### src/shared/serial_tx_pkg.sv
// constants and carrier types for the asynchronous serial transmitter
// assumes a single 50 MHz system clock and an apb master on the register side
//
// Notes on behaviour
// - idle line stays at mark level
// - start bit, eight/nine data bits, stop
// - each bit lasts one bit period
// - bit timing from 8-bit baud divider
// - data bits go out lsb first
// - no hardware parity, ninth bit carries it
// - runs only when enabled, async, port on
// - port enable forces tx pin to output
// - port enable forces rx pin to input
// - empty flag set when transmit enabled
// - holding write loads idle shifter at once
// - busy shifter: load after stop bit
// - flag clear only when busy and pending, or transmit disabled
// - flag clears on third clock after write
// - software cannot write the empty flag
// - interrupt request gated by enable bit
// - shifter hidden, loaded only from holding buffer
package serial_tx_pkg;

  // ----------------------------------------------------------------
  // register map (byte addresses)
  // ----------------------------------------------------------------
  localparam logic [7:0] TX_CTRL_ADDR = 8'h00;
  localparam logic [7:0] BAUD_ADDR = 8'h04;
  localparam logic [7:0] TX_HOLD_ADDR = 8'h08;
  localparam logic [7:0] FLAG_ADDR = 8'h0c;
  localparam logic [7:0] IRQ_EN_ADDR = 8'h10;
  localparam logic [7:0] PIN_ADDR = 8'h14;

  // ----------------------------------------------------------------
  // field positions
  // ----------------------------------------------------------------
  localparam int TX_ENABLE_POS = 0;
  localparam int SYNC_MODE_POS = 1;
  localparam int NINE_BIT_POS = 2;
  localparam int NINTH_DATA_POS = 3;
  localparam int PORT_ENABLE_POS = 4;
  localparam int TX_DIR_POS = 0;
  localparam int RX_DIR_POS = 1;
  localparam int TX_LATCH_POS = 2;
  localparam int RX_LATCH_POS = 3;
  localparam int RX_LEVEL_POS = 4;

  // ----------------------------------------------------------------
  // reset values and counts
  // ----------------------------------------------------------------
  localparam logic [7:0] BAUD_RESET = 8'h00;
  localparam logic [3:0] PIN_DIR_RESET = 4'h3;
  localparam logic [1:0] FLAG_DELAY_CYCLES = 2'h2;
  localparam logic [3:0] DATA_BITS_EIGHT = 4'h8;
  localparam logic [3:0] DATA_BITS_NINE = 4'h9;

  typedef struct packed {
    logic port_enable;
    logic ninth_data;
    logic nine_bit;
    logic sync_mode;
    logic tx_enable;
  } tx_ctrl_t;

  typedef struct packed {
    logic rx_latch;
    logic tx_latch;
    logic rx_dir;
    logic tx_dir;
  } pin_ctrl_t;

  // gray coded along idle -> start -> data -> stop
  typedef enum logic [1:0] {
    ST_IDLE = 2'b00,
    ST_START = 2'b01,
    ST_DATA = 2'b11,
    ST_STOP = 2'b10
  } tx_state_t;

endpackage
### src/design/serial_tx.sv
// asynchronous transmit path with holding buffer, hidden shifter and baud divider
// assumes apb master on I_SYS_CLK; pin pads resolve levels from the enables
`timescale 1ns/1ps
module serial_tx (
  input wire logic I_SYS_CLK,
  input wire logic I_RESET_N,
  input wire logic I_PSEL,
  input wire logic I_PENABLE,
  input wire logic I_PWRITE,
  input wire logic [7:0] I_PADDR,
  input wire logic [31:0] I_PWDATA,
  output logic [31:0] O_PRDATA,
  output logic O_PREADY,
  output logic O_PSLVERR,
  input wire logic I_RX_PIN,
  output logic O_TX_PIN,
  output logic O_TX_PIN_OE_N,
  output logic O_RX_PIN,
  output logic O_RX_PIN_OE_N,
  output logic O_TX_IRQ
);

  // ----------------------------------------------------------------
  // apb decode
  // ----------------------------------------------------------------
  serial_tx_pkg::tx_ctrl_t ctrl;
  serial_tx_pkg::pin_ctrl_t pins;
  serial_tx_pkg::tx_state_t state;
  logic [7:0] baud_div;
  logic [7:0] baud_cnt;
  logic [8:0] hold_data;
  logic hold_full;
  logic [8:0] shift_data;
  logic [3:0] bit_cnt;
  logic irq_enable;
  logic empty_flag;
  logic [1:0] flag_delay;
  logic run;
  logic bit_tick;
  logic wr;
  logic rd_access;
  logic hold_wr;
  logic load_shift;
  logic next_line;

  function automatic logic addr_hit(input logic [7:0] a, input logic [7:0] want);
    addr_hit = (a == want);
  endfunction

  assign wr = I_PSEL && I_PENABLE && I_PWRITE;
  assign rd_access = I_PSEL && !I_PENABLE && !I_PWRITE;
  assign hold_wr = wr && addr_hit(I_PADDR, serial_tx_pkg::TX_HOLD_ADDR);
  // transmitter runs only when enabled, asynchronous and port on
  assign run = ctrl.tx_enable && !ctrl.sync_mode && ctrl.port_enable;

  // single-cycle access phase: ready and error registered in setup
  always_ff @(posedge I_SYS_CLK or negedge I_RESET_N) begin
    if (!I_RESET_N) begin
      O_PREADY <= 1'b0;
      O_PSLVERR <= 1'b0;
    end else begin
      O_PREADY <= I_PSEL && !I_PENABLE;
      O_PSLVERR <= I_PSEL && !I_PENABLE && (I_PADDR > serial_tx_pkg::PIN_ADDR);
    end
  end

  // read data captured in setup so it comes from a flop in access
  always_ff @(posedge I_SYS_CLK or negedge I_RESET_N) begin
    if (!I_RESET_N) begin
      O_PRDATA <= 32'h0000_0000;
    end else if (rd_access) begin
      case (I_PADDR)
        serial_tx_pkg::TX_CTRL_ADDR: O_PRDATA <= {27'h0, ctrl};
        serial_tx_pkg::BAUD_ADDR: O_PRDATA <= {24'h0, baud_div};
        // shifter itself is never readable, only the holding buffer
        serial_tx_pkg::TX_HOLD_ADDR: O_PRDATA <= {23'h0, hold_data};
        serial_tx_pkg::FLAG_ADDR: O_PRDATA <= {31'h0, empty_flag};
        serial_tx_pkg::IRQ_EN_ADDR: O_PRDATA <= {31'h0, irq_enable};
        serial_tx_pkg::PIN_ADDR: O_PRDATA <= {27'h0, I_RX_PIN, pins};
        default: O_PRDATA <= 32'h0000_0000;
      endcase
    end else begin
      O_PRDATA <= 32'h0000_0000;
    end
  end

  // ----------------------------------------------------------------
  // configuration registers
  // ----------------------------------------------------------------
  always_ff @(posedge I_SYS_CLK or negedge I_RESET_N) begin
    if (!I_RESET_N) begin
      ctrl <= '0;
      baud_div <= serial_tx_pkg::BAUD_RESET;
      irq_enable <= 1'b0;
      pins <= serial_tx_pkg::PIN_DIR_RESET;
    end else if (wr) begin
      case (I_PADDR)
        serial_tx_pkg::TX_CTRL_ADDR: ctrl <= I_PWDATA[4:0];
        serial_tx_pkg::BAUD_ADDR: baud_div <= I_PWDATA[7:0];
        serial_tx_pkg::IRQ_EN_ADDR: irq_enable <= I_PWDATA[0];
        serial_tx_pkg::PIN_ADDR: pins <= I_PWDATA[3:0];
        // flag address is read-only: writes fall here and are dropped
        default: ctrl <= ctrl;
      endcase
    end
  end

  // ----------------------------------------------------------------
  // baud generator
  // ----------------------------------------------------------------
  // 8-bit divider: a bit lasts baud_div+1 system clocks
  always_ff @(posedge I_SYS_CLK or negedge I_RESET_N) begin
    if (!I_RESET_N) begin
      baud_cnt <= 8'h00;
    end else if (state == serial_tx_pkg::ST_IDLE || !run) begin
      baud_cnt <= baud_div;
    end else if (baud_cnt == 8'h00) begin
      baud_cnt <= baud_div;
    end else begin
      baud_cnt <= baud_cnt - 8'h01;
    end
  end
  assign bit_tick = (state != serial_tx_pkg::ST_IDLE) && (baud_cnt == 8'h00);

  // ----------------------------------------------------------------
  // holding buffer and shifter
  // ----------------------------------------------------------------
  // load when idle, or on the tick that ends the stop bit
  assign load_shift = run && hold_full && (state == serial_tx_pkg::ST_IDLE ||
    (state == serial_tx_pkg::ST_STOP && bit_tick));

  always_ff @(posedge I_SYS_CLK or negedge I_RESET_N) begin
    if (!I_RESET_N) begin
      hold_full <= 1'b0;
      hold_data <= 9'h000;
    end else if (!run) begin
      hold_full <= 1'b0;
    end else if (hold_wr) begin
      // ninth bit from config; software parity may ride there
      hold_data <= {ctrl.ninth_data, I_PWDATA[7:0]};
      hold_full <= 1'b1;
    end else if (load_shift) begin
      hold_full <= 1'b0;
    end
  end

  // frame sequencer
  always_ff @(posedge I_SYS_CLK or negedge I_RESET_N) begin
    if (!I_RESET_N) begin
      state <= serial_tx_pkg::ST_IDLE;
      shift_data <= 9'h000;
      bit_cnt <= 4'h0;
    end else if (!run) begin
      state <= serial_tx_pkg::ST_IDLE;
      shift_data <= 9'h000;
      bit_cnt <= 4'h0;
    end else if (load_shift) begin
      shift_data <= hold_data;
      state <= serial_tx_pkg::ST_START;
      bit_cnt <= ctrl.nine_bit ? serial_tx_pkg::DATA_BITS_NINE : serial_tx_pkg::DATA_BITS_EIGHT;
    end else if (bit_tick) begin
      case (state)
        serial_tx_pkg::ST_START: state <= serial_tx_pkg::ST_DATA;
        serial_tx_pkg::ST_DATA: begin
          shift_data <= {1'b0, shift_data[8:1]};
          bit_cnt <= bit_cnt - 4'h1;
          if (bit_cnt == 4'h1) begin
            state <= serial_tx_pkg::ST_STOP;
          end
        end
        serial_tx_pkg::ST_STOP: state <= serial_tx_pkg::ST_IDLE;
        default: state <= serial_tx_pkg::ST_IDLE;
      endcase
    end
  end

  // ----------------------------------------------------------------
  // line and pins
  // ----------------------------------------------------------------
  always_comb begin
    case (state)
      serial_tx_pkg::ST_START: next_line = 1'b0;
      serial_tx_pkg::ST_DATA: next_line = shift_data[0];
      default: next_line = 1'b1;
    endcase
  end

  // port enable overrides direction bits of both pins
  always_ff @(posedge I_SYS_CLK or negedge I_RESET_N) begin
    if (!I_RESET_N) begin
      O_TX_PIN <= 1'b1;
      O_TX_PIN_OE_N <= 1'b1;
      O_RX_PIN <= 1'b0;
      O_RX_PIN_OE_N <= 1'b1;
    end else begin
      O_TX_PIN <= ctrl.port_enable ? (run ? next_line : 1'b1) : pins.tx_latch;
      O_TX_PIN_OE_N <= ctrl.port_enable ? 1'b0 : pins.tx_dir;
      O_RX_PIN <= pins.rx_latch;
      O_RX_PIN_OE_N <= ctrl.port_enable ? 1'b1 : pins.rx_dir;
    end
  end

  // ----------------------------------------------------------------
  // empty flag and interrupt
  // ----------------------------------------------------------------
  // a write holds the flag for two cycles before it may clear
  always_ff @(posedge I_SYS_CLK or negedge I_RESET_N) begin
    if (!I_RESET_N) begin
      flag_delay <= 2'h0;
    end else if (hold_wr) begin
      flag_delay <= serial_tx_pkg::FLAG_DELAY_CYCLES;
    end else if (flag_delay != 2'h0) begin
      flag_delay <= flag_delay - 2'h1;
    end
  end

  always_ff @(posedge I_SYS_CLK or negedge I_RESET_N) begin
    if (!I_RESET_N) begin
      empty_flag <= 1'b0;
    end else if (!ctrl.tx_enable) begin
      empty_flag <= 1'b0;
    end else if (flag_delay == 2'h0 && !hold_wr) begin
      // a write edge never clears the flag itself, even on an overwrite
      empty_flag <= !hold_full;
    end
  end

  always_ff @(posedge I_SYS_CLK or negedge I_RESET_N) begin
    if (!I_RESET_N) begin
      O_TX_IRQ <= 1'b0;
    end else begin
      O_TX_IRQ <= empty_flag && irq_enable;
    end
  end
endmodule

### config.mk
export PLATFORM = sky130hd
export DESIGN_NAME = serial_tx
export DESIGN_NICKNAME = d
export VERILOG_FILES = /design/src/shared/serial_tx_pkg.sv /design/src/design/serial_tx.sv
export SDC_FILE = /design/constraint.sdc
export NUM_CORES = 1
export LEC_CHECK = 0
export BUFFER_PORTS_ARGS = -buffer_cell sky130_fd_sc_hd__buf_4
export CAP_MARGIN = 5
export CORE_MARGIN = 1.5
export CORE_UTILIZATION = 48
export DETAILED_ROUTE_END_ITERATION = 12
export PLACE_DENSITY_LB_ADDON = 0.2
export SYNTH_ARGS = -nofsm -noshare
export SYNTH_HDL_FRONTEND = slang
export SYNTH_SLANG_ARGS = --single-unit
### constraint.sdc
create_clock -name I_SYS_CLK -period 2.55 [get_ports I_SYS_CLK]
set_clock_uncertainty 0.05 [all_clocks]
set_input_delay 0.51 -clock I_SYS_CLK [delete_from_list [all_inputs] [get_ports I_SYS_CLK]]
set_output_delay 0.51 -clock I_SYS_CLK [all_outputs]
set_load 0.005 [all_outputs]
==> results of run 1 <==
-- cells in the mapped netlist, types with 5 or more instances --
cell type  instances
a21oi_1           13
a22oi_1            8
buf_4             23
clkbuf_1          10
dfrtp_1           65
dfstp_2            5
ha_1               5
inv_1             13
mux2_1             6
mux2_2            23
mux2_4             9
nand2_1           20
nor2_1            20
nor3_1             6
o21ai_0           12
o22a_1             9
xnor2_1            6
-- worst max-delay path, cell delays in order (launching register included) --
cell     delay, ps
dfrtp_1        410
inv_1          130
ha_1           150
or3b_2         520
o21a_1         250
o21ai_2        400
o22ai_1        140
-- cell families (layout without fill, tap and decap cells) --
group / after synthesis / after routing
xor gates and xnor gates: 9 / 9
other: 1 / 23
and+or+nand+nor: 82 / 82
DFF: 70 / 70
buffers and inverters: 49 / 70
muxes: 43 / 43
AOI/OAI and AO/OA: 53 / 53
adders and majority gates: 5 / 5
-- layer usage --
metal,track usage,vias to the layer above
met5,0,-
met4,0.0767,0
met3,0.0392,9
met2,0.309,63
met1,0.261,1162
li1,-,1128
-- flip-flops by register name (all words and copies together) (netlist names), 2 cells and up --
name	count
O_PRDATA	9
hold_data	9
shift_data	9
baud_cnt	8
baud_div	8
ctrl	5
bit_cnt	4
pins	4
flag_delay	2
state	2
-- layout make-up --
type                    count  share of cell area
inverters                  13              0.0122
clock inverters             4              0.0175
well taps                  96              0.0300
clock buffers              12              0.0362
repair buffers             41              0.0769
flip-flops and latches     70               0.439
multi-input cells         215               0.388
-- path summary, 6_finish.rpt --
kind	start	end
worst max-delay path	baud_cnt[0]	shift_data[8]
worst min-delay path	I_RESET_N	O_PRDATA[7]
worst max register to register	baud_cnt[0]	shift_data[8]
worst min register to register	pins[3]	O_RX_PIN
max in group asynchronous	I_RESET_N	O_RX_PIN
min in group I_SYS_CLK	I_PWDATA[7]	hold_data[7]
-- per-stage QoR --
stage | total power [W] | setup WS (ps) | hold WS, ps
after detailed placement | 0.00137 | 130 | 355
after CTS | 0.00235 | 352 | 266
final | 0.00233 | 373 | 228
after floorplan | 0.00131 | 309 | 164
after global placement | 0.00136 | 142 | 336
after global routing | 0.00242 | 235 | 300
-- power groups by stage --
stage                     Combinational, W  Clock, W  Sequential, W
after floorplan                   0.000142         0        0.00117
after global routing              0.000226   0.00104        0.00116
after global placement            0.000189         0        0.00117
final                             0.000196  0.000979        0.00115
after detailed placement          0.000199         0        0.00118
after CTS                         0.000199  0.000997        0.00115
==> results.json, run 1 <==
{
  "status": "complete, no violations",
  "post-route-period-util": 0.854,
  "cp-start-kind": "flop",
  "dp_cells": 435,
  "synth_top_area_share": 0.463,
  "grt_overflow": 0,
  "die_h_um": 88.5,
  "htreeDepth": 3,
  "combPwrFrac": 0.084,
  "rows": 30,
  "grt_max_degree": 71,
  "dp_hpwl_mm": 4.93,
  "drv_cap": 0,
  "ys_types": 49,
  "wl_met2_mm": 3.41,
  "yosys_warnings": 0,
  "rsz0062_at_grt": "false",
  "routed_wl_mm": 7.08,
  "die_x_um": 88.5,
  "ant_nets": 0,
  "hold_buffers": 0,
  "portBuffers": 37,
  "fin_cells": 451,
  "dr.pass1.iters": 4,
  "clock_latency_ps": 340,
  "power_switching_w": 0.000527,
  "period_needed_ps": 2180,
  "ys_ff_latch": 70,
  "synth_compound_area_frac": 0.100,
  "syn_area_per_cell_um2": 11.3,
  "crit_path_end_kind": "flop",
  "clk_path_buf_depth": 2,
  "dr.first_iter.drc_count": 74,
  "syn-instance-count": 312,
  "p_sw_frac": 0.226,
  "synth-simple-area-share": 0.127,
  "async_flop_share": 1.00,
  "synth_top_family_by_area": "multiplexers",
  "tightest_slew_ps": 883,
  "drt-met1-wl_mm": 3.34,
  "p_int_w": 0.00180,
  "leakagePower_nw": 1.98,
  "r2r_cells": 6,
  "setup-violations-final": 0,
  "nFillCells": 620,
  "relSlewSlack": 0.412,
  "post_cts_buffers": 0,
  "arrival_ps": 2340,
  "initial_core_util": 0.506,
  "pwr-share-clk": 0.420,
  "yosys.area.top_type": "dfrtp_1",
  "synth_edf_count": 0,
  "routabilityCongestion": 0.761,
  "worstSetupPathType": "reg2reg",
  "synth_mux_area_frac": 0.150,
  "drc_errors": 0,
  "met3_length_um": 251,
  "synth-xor-area-share": 0.0225,
  "core_area_um2": 6940,
  "finalInstanceArea_um2": 4010,
  "p_seq_frac": 0.496,
  "p_per_area_nw_per_um2": 582,
  "crit_required_ps": 2710,
  "topRoutingLayerUsed": "met4",
  "vias_per_cell": 5.24,
  "rrSetupSlack_ps": 370,
  "final_cell_mix": "dfrtp_1, buf_4, mux2_2, conb_1",
  "ys_seq_area_frac": 0.501,
  "die_area_um2": 7840,
  "multi_input_comb_area_um2": 1560,
  "wl_per_cell_um": 15.7,
  "cts_tree": "done",
  "layout_commonest_cell": "dfrtp_1",
  "grt_pass1_vias": 2272,
  "drive_gt1_frac": 0.279,
  "nets": 401,
  "ir_worst_vdd_mv": 0.345,
  "hold_class": "in2async",
  "antenna_found_initial": 0,
  "maxSlewViolCount": 0,
  "setup_tns_ps": 0,
  "synthesis.area_um2": 3510,
  "fmax_mhz": 459,
  "ios": 85,
  "grt_pass1_wl_mm": 11.1,
  "root_buffer": "clkbuf_8",
  "syn2layout_area_growth_pct": 14.1,
  "crit_fanout": 10,
  "grt_use_total": 0.194,
  "synth_area_leaders": "dfrtp_1, mux2_2, buf_4, mux2_4, dfstp_2",
  "synth_fa_ha_area_frac": 0.0178,
  "routed-via-count": 2362,
  "dominantRegCellSynth": "dfrtp_1",
  "antenna_cells": 0,
  "cts.repair.resized": 0,
  "dpl_cell_area_um2": 3790,
  "utilization": 0.577,
  "numClockSinks": 70,
  "path_clk_slew_ps": 70,
  "cts_buffers": 9,
  "hold_viol": 0,
  "ff_latch_area_um2": 1760
}
(Power assumes the default switching activity.)
==> inputs of run 2 (changes only) <==
==> constraint.sdc (replaced) <==
create_clock -name I_SYS_CLK -period 2 [get_ports I_SYS_CLK]
set_clock_uncertainty 0.05 [all_clocks]
set_input_delay 0.4 -clock I_SYS_CLK [delete_from_list [all_inputs] [get_ports I_SYS_CLK]]
set_output_delay 0.4 -clock I_SYS_CLK [all_outputs]
set_load 0.005 [all_outputs]
==> results.json, run 2 (synthesized netlist as in run 1, its figures left out) <==
{
  "routabilityCongestion": 0.798,
  "cts_buffers": 9,
  "clock_latency_ps": 340,
  "root_buffer": "clkbuf_8",
  "ios": 85,
  "arrival_ps": 2060,
  "fmax_mhz": 529,
  "setup-violations-final": 0,
  "crit_required_ps": 2170,
  "r2r_end": "baud_cnt[5]",
  "dr.pass1.iters": 4,
  "layout_commonest_cell": "dfrtp_1",
  "grt_use_total": 0.195,
  "initial_core_util": 0.506,
  "crit_path_end_kind": "flop",
  "p_per_area_nw_per_um2": 680,
  "grt_overflow": 0,
  "die_h_um": 88.5,
  "numClockSinks": 70,
  "drv_cap": 0,
  "period_needed_ps": 1890,
  "cp-start-kind": "input pin",
  "die_area_um2": 7840,
  "ir_worst_vdd_mv": 0.431,
  "r2r_cells": 6,
  "wl_per_cell_um": 15.1,
  "worstSetupPathType": "in2reg",
  "portBuffers": 37,
  "cts_tree": "done",
  "hold_viol": 0,
  "status": "complete, no violations",
  "core_area_um2": 6940,
  "utilization": 0.601,
  "grt_pass1_wl_mm": 11.3,
  "dr.first_iter.drc_count": 102,
  "drc_errors": 0,
  "vias_per_cell": 5.10,
  "drive_gt1_frac": 0.325,
  "setup_tns_ps": 0,
  "htreeDepth": 3,
  "routed-via-count": 2404,
  "maxSlewViolCount": 0,
  "ant_nets": 0,
  "rrSetupSlack_ps": 120,
  "antenna_cells": 0,
  "dp_hpwl_mm": 5.25,
  "clk_path_buf_depth": 2,
  "leakagePower_nw": 2.06,
  "syn2layout_area_growth_pct": 18.8,
  "crit_fanout": 9,
  "reg_top3": "O_PRDATA x9, hold_data x9, shift_data x9",
  "min_to": "hold_data[5]",
  "rsz0062_at_grt": "false",
  "grt_pass1_vias": 2371,
  "final_cell_mix": "dfrtp_1, buf_4, mux2_2, conb_1, nand2_1",
  "holdPathStages": 2,
  "r2r_start": "baud_cnt[0]",
  "nets": 421,
  "die_x_um": 88.5,
  "grt_max_degree": 38,
  "routed_wl_mm": 7.09,
  "min-delay-start": "I_PWDATA[5]",
  "antenna_found_initial": 0,
  "rows": 30,
  "hold_class": "in2reg",
  "path_clk_slew_ps": 70,
  "post-route-period-util": 0.945
}
## run 2: worst max-delay path by stage
stage                           start      endpoint  slack (ps)  cells past startpoint
after floorplan            I_PADDR[1]  hold_data[0]        -120                      5
after global placement     I_PADDR[1]  hold_data[8]        -240                      5
after detailed placement   I_PADDR[1]  hold_data[4]        -240                      5
after CTS                 baud_cnt[0]   baud_cnt[5]          30                      6
after global routing      baud_cnt[1]   baud_cnt[4]           9                      6
final                      I_PADDR[1]  hold_data[6]         110                      5
## run 2: final cells by class
cell class                      count  area (µm²)
Tap cell                           96         120
Clock inverter                      1        30.0
Fill cell                         613        2770
Timing Repair Buffer               61         473
Sequential cell                    70        1760
Inverter                           13        48.8
Multi-Input combinational cell    215        1580
Clock buffer                       15         156
## run 2: worst max-delay path, cell delays in order
cell    delay (ps)
buf_4          110
or3_4          380
or4_4          590
nor2_8         250
mux2_4         330
## run 2: timing repair
action,4_1_cts,5_1_grt
pin swaps,0,1
hold endpoints to repair,32,0
setup buffers,0,0
gates resized for setup,1,5
hold buffers,1,0
endpoints found under the setup margin,16,16
## run 2: power breakdown
| part | total, W | internal (W) | switching [W] |
|---|---|---|---|
| combinational | 0.000271 | 0.000129 | 0.000141 |
| clock | 0.00109 | 0.000614 | 0.000480 |
| sequential | 0.00147 | 0.00145 | 0.0000198 |
| total | 0.00284 | 0.00220 | 0.000641 |
## run 2: stage by stage
| stage | power, W | cells | hold WS (ps) | setup slack (ps) | cell area (µm²) |
|---|---|---|---|---|---|
| finish | 0.00284 | 471 | 259 | 110 | 4170 |
| detailed placement | 0.00177 | 454 | 346 | -239 | 3950 |
| CTS | 0.00287 | 471 | 248 | 30.1 | 4150 |
| global placement | 0.00176 | 454 | 337 | -236 | 3950 |
| floorplan | 0.00168 | 334 | 54.4 | -122 | 3620 |
| global route | 0.00296 | 471 | 251 | 8.78 | 4170 |
## run 2: routing by layer
layer | wire length (µm) | GRT usage | vias to the layer above | share of wire
li1 | - | - | 1166 | -
met1 | 3240 | 0.259 | 1166 | 0.46
met2 | 3450 | 0.319 | 59 | 0.49
met3 | 309 | 0.0550 | 13 | 0.044
met4 | 90 | 0.0483 | 0 | 0.013
met5 | 0 | 0 | - | 0
